## src/logic/mbtc_pkg.sv

```systemverilog
// Purpose: Shared constants and types for the masked BCD time comparator.
// Assumes: Words are 16 bits and time fields are 8-bit BCD bytes.
// Notes: Opcodes are local encodings of the operation port.
package mbtc_pkg;
  localparam int WORD_W = 16;
  localparam int FIELD_W = 8;
  localparam int NUM_FIELDS = 6;
  localparam int MASK_LSB = 0;
  localparam logic [5:0] MASK_ALL = 6'h3F;
  localparam logic [7:0] YEAR_WRAP = 8'h98;
  localparam logic [15:0] CAL_RESET_WORD = 16'h0101;
  localparam logic [15:0] CAL_FIXED_WORD = 16'h0101;
  localparam logic [1:0] CAL_SEL_SEC_MIN = 2'h0;
  localparam logic [1:0] CAL_SEL_HOUR_DAY = 2'h1;
  localparam logic [1:0] CAL_SEL_MONTH_YEAR = 2'h2;

  typedef enum logic [3:0] {
    MBTC_TIME_EQUAL_OP = 4'h0,
    MBTC_TIME_NOT_EQUAL_OP = 4'h1,
    MBTC_TIME_LESS_OP = 4'h2,
    MBTC_TIME_LESS_EQUAL_OP = 4'h3,
    MBTC_TIME_GREATER_OP = 4'h4,
    MBTC_TIME_GREATER_EQUAL_OP = 4'h5,
    MBTC_WORD_COMPARE_OP = 4'h6,
    MBTC_DOUBLE_WORD_COMPARE_OP = 4'h7
  } mbtc_op_e;

  typedef enum logic [1:0] {
    MBTC_CONN_LOAD = 2'h0,
    MBTC_CONN_AND = 2'h1,
    MBTC_CONN_OR = 2'h2
  } mbtc_conn_e;

  function automatic logic mbtc_bcd_ok(input logic [7:0] v, input logic [7:0] lo, input logic [7:0] hi);
    mbtc_bcd_ok = (v[3:0] <= 4'h9) && (v[7:4] <= 4'h9) && (v >= lo) && (v <= hi);
  endfunction
endpackage

```

## src/logic/mbtc_top.sv

```systemverilog
// Purpose: Masked BCD time comparator with word and double-word compare.
// Assumes: The sequencer drives operands on the same clock as MCLK_I.
// Notes: One operation per OP_VALID_I pulse, results registered one edge later.
// Contract
// - Control bits 0..5 mask sec..year fields
// - Error flag set only when all masked
// - Compare unmasked fields, condition on relation
// - Time compare also updates six flags
// - Flags follow equal, greater, less table
// - Result connects as load, and, or
// - Sec..month compared as 8-bit values, year as 9-bit key
// - Three calendar words, low/high byte fields
// - Calendar fields are BCD within ranges
// - Clockless variant reads 01-01-01 01:01:01
// - Word compare unsigned, writes flags only
// - Double compare 32-bit unsigned, flags only
// - All masked: no execution, condition off
// - Years 98,99 precede 00..97
`timescale 1ns/1ps
`default_nettype none
module mbtc_top
  import mbtc_pkg::*;
#(
  parameter bit HAS_CLOCK = 1'b1
)(
  // Clock and reset.
  input wire logic MCLK_I,
  input wire logic RST_I,
  // Operation request from the sequencer.
  input wire logic OP_VALID_I,
  input wire logic [3:0] OP_CODE_I,
  input wire logic [1:0] CONNECT_I,
  input wire logic RUNG_I,
  input wire logic USE_CLOCK_I,
  input wire logic [WORD_W-1:0] CTRL_WORD_I,
  // Operand words; word compare uses word 0, double compare uses words 0 and 1.
  input wire logic [WORD_W-1:0] S1_WORD0_I,
  input wire logic [WORD_W-1:0] S1_WORD1_I,
  input wire logic [WORD_W-1:0] S1_WORD2_I,
  input wire logic [WORD_W-1:0] S2_WORD0_I,
  input wire logic [WORD_W-1:0] S2_WORD1_I,
  input wire logic [WORD_W-1:0] S2_WORD2_I,
  // Calendar load port.
  input wire logic CAL_WR_I,
  input wire logic [1:0] CAL_SEL_I,
  input wire logic [WORD_W-1:0] CAL_DATA_I,
  // Calendar words.
  output logic [WORD_W-1:0] CLOCK_SECONDS_MINUTES_O,
  output logic [WORD_W-1:0] CLOCK_HOURS_DAY_O,
  output logic [WORD_W-1:0] CLOCK_MONTH_YEAR_O,
  // Results.
  output logic DONE_O,
  output logic EXEC_COND_O,
  output logic ERROR_FLAG_O,
  output logic EQUAL_FLAG_O,
  output logic NOT_EQUAL_FLAG_O,
  output logic LESS_FLAG_O,
  output logic LESS_EQUAL_FLAG_O,
  output logic GREATER_FLAG_O,
  output logic GREATER_EQUAL_FLAG_O
);
  logic [WORD_W-1:0] cal_reg [3];
  logic [WORD_W-1:0] cal_w0, cal_w1, cal_w2;
  logic [WORD_W-1:0] a_w0, a_w1, a_w2;
  logic [NUM_FIELDS-1:0] mask;
  logic all_masked, time_gt, time_lt, time_op;
  logic word_gt, word_lt, dbl_gt, dbl_lt, res_gt, res_lt, res_eq;
  logic relation, cond;
  logic done_reg, exec_reg, err_reg;
  logic [5:0] flags_reg, flags_next;

  assign mask = CTRL_WORD_I[MASK_LSB +: NUM_FIELDS];
  assign all_masked = (mask == MASK_ALL);
  assign time_op = (OP_CODE_I <= 4'(MBTC_TIME_GREATER_EQUAL_OP));

  // Writes that break the BCD ranges are dropped so the area stays valid.
  function automatic logic cal_word_ok(input logic [1:0] sel, input logic [15:0] d);
    case (sel)
      CAL_SEL_SEC_MIN: cal_word_ok = mbtc_bcd_ok(d[7:0], 8'h00, 8'h59) && mbtc_bcd_ok(d[15:8], 8'h00, 8'h59);
      CAL_SEL_HOUR_DAY: cal_word_ok = mbtc_bcd_ok(d[7:0], 8'h00, 8'h23) && mbtc_bcd_ok(d[15:8], 8'h01, 8'h31);
      CAL_SEL_MONTH_YEAR: cal_word_ok = mbtc_bcd_ok(d[7:0], 8'h01, 8'h12) && mbtc_bcd_ok(d[15:8], 8'h00, 8'h99);
      default: cal_word_ok = 1'b0;
    endcase
  endfunction

  always_ff @(posedge MCLK_I or posedge RST_I) begin
    if (RST_I) begin
      cal_reg[0] <= CAL_RESET_WORD;
      cal_reg[1] <= CAL_RESET_WORD;
      cal_reg[2] <= CAL_RESET_WORD;
    end else if (HAS_CLOCK && CAL_WR_I && cal_word_ok(CAL_SEL_I, CAL_DATA_I)) begin
      cal_reg[CAL_SEL_I] <= CAL_DATA_I;
    end
  end

  // Without a clock the area is frozen at its fixed pattern.
  assign cal_w0 = HAS_CLOCK ? cal_reg[0] : CAL_FIXED_WORD;
  assign cal_w1 = HAS_CLOCK ? cal_reg[1] : CAL_FIXED_WORD;
  assign cal_w2 = HAS_CLOCK ? cal_reg[2] : CAL_FIXED_WORD;
  assign CLOCK_SECONDS_MINUTES_O = cal_w0;
  assign CLOCK_HOURS_DAY_O = cal_w1;
  assign CLOCK_MONTH_YEAR_O = cal_w2;

  // The present time may come straight from the calendar words.
  assign a_w0 = USE_CLOCK_I ? cal_w0 : S1_WORD0_I;
  assign a_w1 = USE_CLOCK_I ? cal_w1 : S1_WORD1_I;
  assign a_w2 = USE_CLOCK_I ? cal_w2 : S1_WORD2_I;

  mbtc_field_cmp u_field_cmp (
    .a_w0_i(a_w0),
    .a_w1_i(a_w1),
    .a_w2_i(a_w2),
    .b_w0_i(S2_WORD0_I),
    .b_w1_i(S2_WORD1_I),
    .b_w2_i(S2_WORD2_I),
    .mask_i(mask),
    .gt_o(time_gt),
    .lt_o(time_lt)
  );

  assign word_gt = (S1_WORD0_I > S2_WORD0_I);
  assign word_lt = (S1_WORD0_I < S2_WORD0_I);
  assign dbl_gt = ({S1_WORD1_I, S1_WORD0_I} > {S2_WORD1_I, S2_WORD0_I});
  assign dbl_lt = ({S1_WORD1_I, S1_WORD0_I} < {S2_WORD1_I, S2_WORD0_I});

  always_comb begin
    case (OP_CODE_I)
      MBTC_WORD_COMPARE_OP: begin
        res_gt = word_gt;
        res_lt = word_lt;
      end
      MBTC_DOUBLE_WORD_COMPARE_OP: begin
        res_gt = dbl_gt;
        res_lt = dbl_lt;
      end
      default: begin
        res_gt = time_gt;
        res_lt = time_lt;
      end
    endcase
  end
  assign res_eq = !res_gt && !res_lt;

  // Flag order: eq, ne, lt, le, gt, ge.
  assign flags_next = {res_gt | res_eq, res_gt, res_lt | res_eq, res_lt, !res_eq, res_eq};

  always_comb begin
    case (OP_CODE_I)
      MBTC_TIME_EQUAL_OP: relation = flags_next[0];
      MBTC_TIME_NOT_EQUAL_OP: relation = flags_next[1];
      MBTC_TIME_LESS_OP: relation = flags_next[2];
      MBTC_TIME_LESS_EQUAL_OP: relation = flags_next[3];
      MBTC_TIME_GREATER_OP: relation = flags_next[4];
      MBTC_TIME_GREATER_EQUAL_OP: relation = flags_next[5];
      default: relation = 1'b0;
    endcase
  end

  // A contact joins the incoming rung state; the rung is later closed by
  // another element, so the condition itself is never a coil.
  always_comb begin
    case (CONNECT_I)
      MBTC_CONN_AND: cond = RUNG_I && relation;
      MBTC_CONN_OR: cond = RUNG_I || relation;
      default: cond = relation;
    endcase
  end

  always_ff @(posedge MCLK_I or posedge RST_I) begin
    if (RST_I) begin
      done_reg <= 1'b0;
    end else begin
      done_reg <= OP_VALID_I;
    end
  end

  always_ff @(posedge MCLK_I or posedge RST_I) begin
    if (RST_I) begin
      exec_reg <= 1'b0;
    end else if (OP_VALID_I && time_op) begin
      exec_reg <= all_masked ? 1'b0 : cond;
    end
  end

  always_ff @(posedge MCLK_I or posedge RST_I) begin
    if (RST_I) begin
      err_reg <= 1'b0;
    end else if (OP_VALID_I && time_op) begin
      err_reg <= all_masked;
    end
  end

  always_ff @(posedge MCLK_I or posedge RST_I) begin
    if (RST_I) begin
      flags_reg <= 6'h00;
    end else if (OP_VALID_I && !(time_op && all_masked)) begin
      flags_reg <= flags_next;
    end
  end

  assign DONE_O = done_reg;
  assign EXEC_COND_O = exec_reg;
  assign ERROR_FLAG_O = err_reg;
  assign EQUAL_FLAG_O = flags_reg[0];
  assign NOT_EQUAL_FLAG_O = flags_reg[1];
  assign LESS_FLAG_O = flags_reg[2];
  assign LESS_EQUAL_FLAG_O = flags_reg[3];
  assign GREATER_FLAG_O = flags_reg[4];
  assign GREATER_EQUAL_FLAG_O = flags_reg[5];

  property p_err_all_masked;
    @(posedge MCLK_I) disable iff (RST_I)
    (OP_VALID_I && time_op) |=> (ERROR_FLAG_O == $past(all_masked));
  endproperty
  a_err_all_masked: assert property (p_err_all_masked) else $error("error flag wrong after time op");

  property p_masked_off;
    @(posedge MCLK_I) disable iff (RST_I)
    (OP_VALID_I && time_op && all_masked) |=> !EXEC_COND_O && $stable(flags_reg);
  endproperty
  a_masked_off: assert property (p_masked_off) else $error("all-masked op executed");

  // Flags are all zero from reset until the first executed compare, even past an all-masked op.
  property p_flag_pairs;
    @(posedge MCLK_I) disable iff (RST_I)
    (flags_reg != 6'h00) |-> (EQUAL_FLAG_O != NOT_EQUAL_FLAG_O)
      && (GREATER_EQUAL_FLAG_O == (GREATER_FLAG_O || EQUAL_FLAG_O))
      && (LESS_EQUAL_FLAG_O == (LESS_FLAG_O || EQUAL_FLAG_O)) && !(LESS_FLAG_O && GREATER_FLAG_O);
  endproperty
  a_flag_pairs: assert property (p_flag_pairs) else $error("relation flags inconsistent");

  property p_word_cmp;
    @(posedge MCLK_I) disable iff (RST_I)
    (OP_VALID_I && OP_CODE_I == 4'(MBTC_WORD_COMPARE_OP)) |=>
      (GREATER_FLAG_O == ($past(S1_WORD0_I) > $past(S2_WORD0_I))) && $stable(ERROR_FLAG_O) && $stable(EXEC_COND_O);
  endproperty
  a_word_cmp: assert property (p_word_cmp) else $error("word compare result wrong");

  property p_dbl_cmp;
    @(posedge MCLK_I) disable iff (RST_I)
    (OP_VALID_I && OP_CODE_I == 4'(MBTC_DOUBLE_WORD_COMPARE_OP)) |=>
      (LESS_FLAG_O == ({$past(S1_WORD1_I), $past(S1_WORD0_I)} < {$past(S2_WORD1_I), $past(S2_WORD0_I)}))
      && $stable(ERROR_FLAG_O);
  endproperty
  a_dbl_cmp: assert property (p_dbl_cmp) else $error("double compare result wrong");

  property p_and_gate;
    @(posedge MCLK_I) disable iff (RST_I)
    (OP_VALID_I && time_op && CONNECT_I == 2'(MBTC_CONN_AND) && !RUNG_I) |=> !EXEC_COND_O;
  endproperty
  a_and_gate: assert property (p_and_gate) else $error("and contact passed with rung off");

  property p_or_gate;
    @(posedge MCLK_I) disable iff (RST_I)
    (OP_VALID_I && time_op && !all_masked && CONNECT_I == 2'(MBTC_CONN_OR) && RUNG_I) |=> EXEC_COND_O;
  endproperty
  a_or_gate: assert property (p_or_gate) else $error("or contact blocked with rung on");

  property p_exec_eq;
    @(posedge MCLK_I) disable iff (RST_I)
    (OP_VALID_I && OP_CODE_I == 4'(MBTC_TIME_EQUAL_OP) && !all_masked && CONNECT_I == 2'(MBTC_CONN_LOAD))
      |=> (EXEC_COND_O == EQUAL_FLAG_O) ##1 $stable(EXEC_COND_O) || $past(OP_VALID_I);
  endproperty
  a_exec_eq: assert property (p_exec_eq) else $error("condition disagrees with equal flag");

  property p_fixed_cal;
    @(posedge MCLK_I) disable iff (RST_I)
    !HAS_CLOCK |-> (CLOCK_SECONDS_MINUTES_O == CAL_FIXED_WORD) && (CLOCK_HOURS_DAY_O == CAL_FIXED_WORD)
      && (CLOCK_MONTH_YEAR_O == CAL_FIXED_WORD);
  endproperty
  a_fixed_cal: assert property (p_fixed_cal) else $error("clockless calendar not fixed");
endmodule
`default_nettype wire

```

## src/logic/mbtc_field_cmp.sv

```systemverilog
// Purpose: Masked significance-ordered compare of two three-word BCD times.
// Assumes: Inputs are held stable by the caller for the sampling edge.
// Notes: Purely combinational; the parent registers the outcome.
`timescale 1ns/1ps
`default_nettype none
module mbtc_field_cmp
  import mbtc_pkg::*;
(
  // Operands, three words each.
  input wire logic [WORD_W-1:0] a_w0_i,
  input wire logic [WORD_W-1:0] a_w1_i,
  input wire logic [WORD_W-1:0] a_w2_i,
  input wire logic [WORD_W-1:0] b_w0_i,
  input wire logic [WORD_W-1:0] b_w1_i,
  input wire logic [WORD_W-1:0] b_w2_i,
  // Field mask, bit set removes the field.
  input wire logic [NUM_FIELDS-1:0] mask_i,
  // Outcome.
  output logic gt_o,
  output logic lt_o
);
  logic [8:0] a_key [NUM_FIELDS];
  logic [8:0] b_key [NUM_FIELDS];

  // Years 98 and 99 belong to the previous century, so they sort below 00.
  function automatic logic [8:0] year_key(input logic [7:0] y);
    year_key = {(y < YEAR_WRAP), y};
  endfunction

  always_comb begin
    // Field index: 0 sec, 1 min, 2 hour, 3 day, 4 month, 5 year.
    a_key[0] = {1'b0, a_w0_i[7:0]};
    a_key[1] = {1'b0, a_w0_i[15:8]};
    a_key[2] = {1'b0, a_w1_i[7:0]};
    a_key[3] = {1'b0, a_w1_i[15:8]};
    a_key[4] = {1'b0, a_w2_i[7:0]};
    a_key[5] = year_key(a_w2_i[15:8]);
    b_key[0] = {1'b0, b_w0_i[7:0]};
    b_key[1] = {1'b0, b_w0_i[15:8]};
    b_key[2] = {1'b0, b_w1_i[7:0]};
    b_key[3] = {1'b0, b_w1_i[15:8]};
    b_key[4] = {1'b0, b_w2_i[7:0]};
    b_key[5] = year_key(b_w2_i[15:8]);
  end

  // Walk from seconds up so the most significant unequal field overwrites.
  always_comb begin
    gt_o = 1'b0;
    lt_o = 1'b0;
    for (int i = 0; i < NUM_FIELDS; i++) begin
      if (!mask_i[i] && (a_key[i] != b_key[i])) begin
        gt_o = (a_key[i] > b_key[i]);
        lt_o = (a_key[i] < b_key[i]);
      end
    end
  end
endmodule
`default_nettype wire

```

## config.mk

```make
export PLATFORM = sky130hd
export DESIGN_NAME = mbtc_top
export DESIGN_NICKNAME = d
export VERILOG_FILES = /design/src/logic/mbtc_pkg.sv /design/src/logic/mbtc_top.sv /design/src/logic/mbtc_field_cmp.sv
export SDC_FILE = /design/constraint.sdc
export NUM_CORES = 1
export LEC_CHECK = 0
export ABC_CLOCK_PERIOD_IN_PS = 3500
export BUFFER_PORTS_ARGS = -buffer_cell sky130_fd_sc_hd__buf_2
export CAP_MARGIN = 0
export CELL_PAD_IN_SITES_DETAIL_PLACEMENT = 1
export CELL_PAD_IN_SITES_GLOBAL_PLACEMENT = 1
export CORE_MARGIN = 4
export CORE_UTILIZATION = 37
export CTS_CLUSTER_SIZE = 12
export DETAILED_ROUTE_END_ITERATION = 16
export PLACE_DENSITY_LB_ADDON = 0.12
export SETUP_SLACK_MARGIN = 0.1
export SYNTH_ARGS = -nofsm -noshare
export SYNTH_HDL_FRONTEND = slang
export SYNTH_HIERARCHICAL = 1
export SYNTH_SLANG_ARGS = --single-unit
```

## constraint.sdc

```tcl
create_clock -name MCLK_I -period 3.5 [get_ports MCLK_I]
set_input_delay 0.7 -clock MCLK_I [delete_from_list [all_inputs] [get_ports MCLK_I]]
set_output_delay 0.7 -clock MCLK_I [all_outputs]
set_load 0.01 [all_outputs]
```

## Word-level counts from Yosys, hierarchy flattened

Cells that the tools add are included.

- Input port bits: 142
- Output and inout bits: 57
- Register bits: 57

- Reductions and logical operators: 41
- Equality and inequality tests: 18
- Magnitude comparators: 35
- Muxes and demuxes: 24
- Bitwise logic cells: 3

Operator list:

| kind | number |
|---|---|
| $mux W16 | 4 |
| $bwmux W48 | 1 |
| $gt A8 B8 Y1 | 5 |
| $lt A8 B8 Y1 | 5 |
| $ne A8 B8 Y1 | 5 |
| $demux W16 S2 | 1 |
| $ge A8 B1 Y1 const B | 4 |
| $gt A32 B32 Y1 | 1 |
| $lt A32 B32 Y1 | 1 |
| $logic_and A1 B1 Y1 | 28 |
| $eq A4 B3 Y1 const B | 4 |
| $gt A16 B16 Y1 | 1 |
| $le A4 B4 Y1 const B | 4 |
| $le A8 B6 Y1 const B | 2 |
| $le A8 B7 Y1 const B | 2 |
| $lt A16 B16 Y1 | 1 |
| $lt A8 B8 Y1 const B | 2 |
| $mux W1 | 13 |
| $logic_not A1 Y1 | 10 |
| $gt A9 B9 Y1 | 1 |
| $lt A9 B9 Y1 | 1 |
| $ne A9 B9 Y1 | 1 |
| $eq A4 B2 Y1 const B | 2 |
| $le A8 B5 Y1 const B | 1 |
| 16 further kinds | 21 |

## Depth between registers and ports, before layout

- Word-level depth: 17
- Mapped depth: 17
- Gate-level depth less buffers: 15

## Hierarchy

The synthesis kept the hierarchy.

Modules (own cells, without submodules):

| module | area an instance (sq um) | times used | cells each |
|---|---|---|---|
| mbtc_top | 3928.8 | 1 | 363 |
| mbtc_field_cmp | 1336.3 | 1 | 184 |

## Worst setup path after synthesis

No wires, ideal clock.

- Path kind: input port to flip-flop
- Start: input port USE_CLOCK_I
- End: register exec_reg (netlist: EXEC_COND_O)
- Slack: -704 ps
- Buffers on the path: 2
- Arrival: 4116 ps
- Cell stages on the path: 17
- Cell sequence: buf_1 buf_1 mux2_2 a211o_1 nand2_1 ha_1 and3_1 o21ai_0 a21oi_1 o21ai_0 o31ai_1 a31o_1 nor4_1 nor3_1 o21a_1 a2111o_1 a41oi_1

RTL lines:

| element | line | source |
|---|---|---|
| from (decl) | mbtc_top.sv:34 | `input wire logic USE_CLOCK_I,` |
| $mux W16 (*) | mbtc_top.sv:107 | `assign a_w2 = USE_CLOCK_I ? cal_w2 : S1_WORD2_I;` |
| net a_w2[11] | mbtc_top.sv:64 | `logic [WORD_W-1:0] a_w0, a_w1, a_w2;` |
| parallel branches: the longest is 3 deep, another holds $gt A9 B9 Y1 | - |  |
| $mux W1 (*) | mbtc_field_cmp.sv:51 | `if (!mask_i[i] && (a_key[i] != b_key[i])) begin` |
| net time_gt | mbtc_top.sv:66 | `logic all_masked, time_gt, time_lt, time_op;` |
| $pmux W1 S2 (*) | mbtc_top.sv:127 | `case (OP_CODE_I)` |
| $logic_not A1 Y1 | mbtc_top.sv:142 | `assign res_eq = !res_gt && !res_lt;` |
| $logic_and A1 B1 Y1 | mbtc_top.sv:142 |  |
| $or A1 B1 Y1 / $logic_not A1 Y1 (equally long branches) | mbtc_top.sv:145 | `assign flags_next = {res_gt \| res_eq, res_gt, res_lt \| res_eq, res_lt, !res_eq, res_eq};` |
| $pmux W1 S6 (*) | mbtc_top.sv:148 | `case (OP_CODE_I)` |
| $logic_or A1 B1 Y1 / $logic_and A1 B1 Y1 (equally long branches) | mbtc_top.sv:164, mbtc_top.sv:163 |  |
| $pmux W1 S2 (*) | mbtc_top.sv:162 | `case (CONNECT_I)` |
| $mux W1 (*) | mbtc_top.sv:181 | `exec_reg <= all_masked ? 1'b0 : cond;` |
| to (signal assigned) | mbtc_top.sv:181 |  |
| to (decl) | mbtc_top.sv:69 | `logic done_reg, exec_reg, err_reg;` |

Mark *: on every way through the listed nets, which the timed path passes.
A chain may end at the register's enable or synchronous reset.

## Worst setup path after layout

- Start: input port USE_CLOCK_I
- End: register exec_reg (netlist: EXEC_COND_O)

RTL lines:

| element | line | source |
|---|---|---|
| $mux W16 (*) | mbtc_top.sv:106 | `assign a_w1 = USE_CLOCK_I ? cal_w1 : S1_WORD1_I;` |
| net a_w1[6] | mbtc_top.sv:64 |  |
| parallel branches: the longest is 2 deep, another holds $lt A8 B8 Y1 | - |  |
| $mux W1 (*) (4 in a row) | mbtc_field_cmp.sv:51 |  |
| net time_lt | mbtc_top.sv:66 |  |
| $pmux W1 S2 (*) | mbtc_top.sv:127 |  |
| $logic_not A1 Y1 | mbtc_top.sv:142 |  |
| $logic_and A1 B1 Y1 | mbtc_top.sv:142 |  |
| $or A1 B1 Y1 / $logic_not A1 Y1 (equally long branches) | mbtc_top.sv:145 |  |
| $pmux W1 S6 (*) | mbtc_top.sv:148 |  |
| $logic_or A1 B1 Y1 / $logic_and A1 B1 Y1 (equally long branches) | mbtc_top.sv:164, mbtc_top.sv:163 |  |
| $pmux W1 S2 (*) | mbtc_top.sv:162 |  |
| $mux W1 (*) | mbtc_top.sv:181 |  |

Marked as above.

==> impl_metrics.tcl <==
set metrics [dict create \
    grtUsageTotal 0.248 \
    r2r.worst_path.cells 14 \
    rrSetupSlack_ns 0.19 \
    synth_top_cell_by_area "dfrtp_1" \
    critPathLaunchType "input pin" \
    worst_slack_ns -0.126 \
    avgSynthCellArea_um2 9.63 \
    stdcell_area_um2 8020 \
    tightest_slew_ns 1.02 \
    synth_edf_count 0 \
    core-area_um2 13900 \
    ys_types 63 \
    max_slew_margin 0.321 \
    setup_viol 2 \
    min_period_ns 3.63 \
    totalWireLength_mm 20.8 \
    path_depth 16 \
    synth-compound-area-share 0.137 \
    dp_hpwl_mm 15.8 \
    drc 0 \
    vias 5341 \
    synthFlopType "dfrtp_1" \
    die_h_um 127 \
    finalSetupTns_ns -0.137 \
    antenna_found_initial 0 \
    placedInstanceArea_um2 6960 \
    synth-xor-area-share 0 \
    path_class "in -> reg" \
    report.final.slew_viol_count 0 \
    ys_async_sr_fraction 1.00 \
    synth_top_area_frac 0.242 \
    crit_top_cell "buf_12" \
    chipWidth_um 127 \
    fmax_mhz 276 \
    synth.yosys.seq_area_share 0.272 \
    power_density_nw_per_um2 301 \
    cp.arrival_ns 3.87 \
    cp_top_family "compound AO/OA/AOI/OAI gates" \
    gp_congestion 0.908 \
    final_nets 1043 \
    synth_top_family_by_area "adder cells" \
    antennaDiodeCount 0 \
    synth_fa_ha_area_frac 0.197 \
    tritoncts "done" \
    dr.pass1.iters 4 \
    grt_pass1_vias 5821 \
    viasPerCell 5.33 \
    slowest_stage "o31ai_1" \
    grt_max_degree 44 \
    crit_path_max_fanout 8 \
    area_delta_synth_final_pct 52.3 \
    timing.critical_path.slowest_cell_delay_ns 0.36 \
    hold_viol 0 \
    clock_path_buffers 2 \
    io_buffers 188 \
    rsz0062_at_grt "yes" \
    drive_gt1_frac 0.549 \
    cellLeakagePower_nw 4.28 \
    dieArea_um2 16200 \
    hold_class "reg -> reg" \
    drv_cap 0 \
    wl_per_cell_um 20.7 \
    cts.root.buffer_cell "clkbuf_16" \
    grt_first_pass_wirelength_mm 31.2 \
    netlist_area_um2 5270 \
    crit_buf_inv 4 \
    cp.required_ns 3.75 \
    antenna_left 0 \
    synth-simple-area-share 0.122 \
    clock_latency_ns 0.33 \
    post-route-period-util 1.04 \
    violations "setup timing" \
    yosys-top-cells-area "dfrtp_1 24%, ha_1 20%, mux2_2 16%" \
    ys_seq_elements 57 \
    h-tree-depth 3 \
    synth_fp_nets 772 \
    dr.first_iter.drc_count 199 \
    ios 199 \
    yosys_warnings 6 \
    status "complete, but fails checks" \
    rows 43 \
    whs_path_depth 2 \
    syn_inst 547 \
    synth_mux_area_frac 0.193 \
    clock_sinks 57 \
    max-vdd-ir-drop_mv 0.311 \
    clk_pin_slew_ns 0.05 \
    critPathCaptureType "flop" \
    grt-ovfl-total 0 \
    finalClockSkew_ns 0.00575 \
    numCtsBuffers 9 \
    start_util 0.378 \
    path_cells "buf_12 > buf_12 > buf_12 > mux2_4 > ha_4 > buf_4 > a21oi_1 > a21boi_0 > o31ai_1 > o311ai_1 > a21oi_2 > nand2_1 > a2bb2o_4 > a2111oi_4 > a211oi_2 > a41oi_2" \
    hold_buffers 0 \
]
## metrics by stage
step                      utilization  hold WS [ns]  instances  power (mW)  worst slack [ns]
after global routing            0.575         0.500       1003        2.53            -0.229
final                           0.575         0.480       1003        2.41            -0.126
after floorplan                     -         0.508        547        1.04           -0.0826
after CTS                       0.559         0.484        999        2.36            0.0112
after detailed placement        0.499         0.472        970        1.34            -0.745
after global placement          0.499         0.455        970        1.30            -0.701
## final cells by class
cell class / count / area, um^2
fillers: 1633 / 5920
inverters: 86 / 323
multi-input cells: 392 / 4010
well taps: 180 / 225
flip-flops and latches: 57 / 1430
clock buffers: 11 / 253
clock inverters: 5 / 61.3
repair buffers: 272 / 1710
## path summary, 6_finish.rpt
check | from | to
max | USE_CLOCK_I | EXEC_COND_O
min | ERROR_FLAG_O | ERROR_FLAG_O
max reg2reg | CLOCK_MONTH_YEAR_O[1] | EXEC_COND_O
min reg2reg | ERROR_FLAG_O | ERROR_FLAG_O
max in group asynchronous | RST_I | CLOCK_SECONDS_MINUTES_O[8]
min in group asynchronous | RST_I | CLOCK_HOURS_DAY_O[10]
## synth_stat cells, types with 6 or more instances
| master | instances |
|---|---|
| inv_1 | 86 |
| ha_1 | 83 |
| mux2_2 | 73 |
| dfrtp_1 | 51 |
| a21oi_1 | 36 |
| nand2_1 | 29 |
| nand4_1 | 17 |
| o21ai_0 | 15 |
| mux2_4 | 13 |
| nor2_1 | 12 |
| a211oi_1 | 8 |
| and2_1 | 8 |
| nor2b_1 | 8 |
| o21a_1 | 8 |
| dfstp_2 | 6 |
| nor3_1 | 6 |
| o211ai_1 | 6 |
## kinds of logic after synthesis
| family | Yosys count |
|---|---|
| buffers and inverters | 98 |
| muxes | 86 |
| DFF | 57 |
| adders and majority gates | 83 |
| and+or+nand+nor | 115 |
| AOI/OAI and AO/OA | 108 |
## worst min-delay path, delay by kind of cell, from the launching register on
| family | cells | cell delay, ns |
|---|---|---|
| AND/OR/NAND/NOR | 2 | 0.10 |
| flip-flops | 1 | 0.34 |
## cells in the final DEF, fill, tap and decap left out, types with 17 or more instances in the layout
cell type and count:
a21oi_1 26, buf_2 187, buf_4 73, dfrtp_1 51
ha_1 61, ha_4 22, inv_1 84, mux2_2 57
mux2_4 29, nand2_1 28, nand4_1 17
## routing by layer
layer | vias to the layer above | GRT usage | routed length, um
li1 | 2525 | - | -
met1 | 2644 | 0.304 | 8770
met2 | 155 | 0.454 | 10900
met3 | 17 | 0.0360 | 927
met4 | 0 | 0.0625 | 228
met5 | - | 0 | 0
## power breakdown
group,internal [mW],switching (mW)
Sequential,0.687,0.0195
Combinational,0.385,0.381
Clock,0.592,0.346
Total,1.66,0.747
## timing repair
item,CTS,global route
pin swaps,26,18
gates cloned,2,0
endpoints found under the hold margin,0,0
setup endpoints to repair,6,12
gates resized for setup,60,29
buffers inserted,11,4
Power figures use the tool's default switching activity.
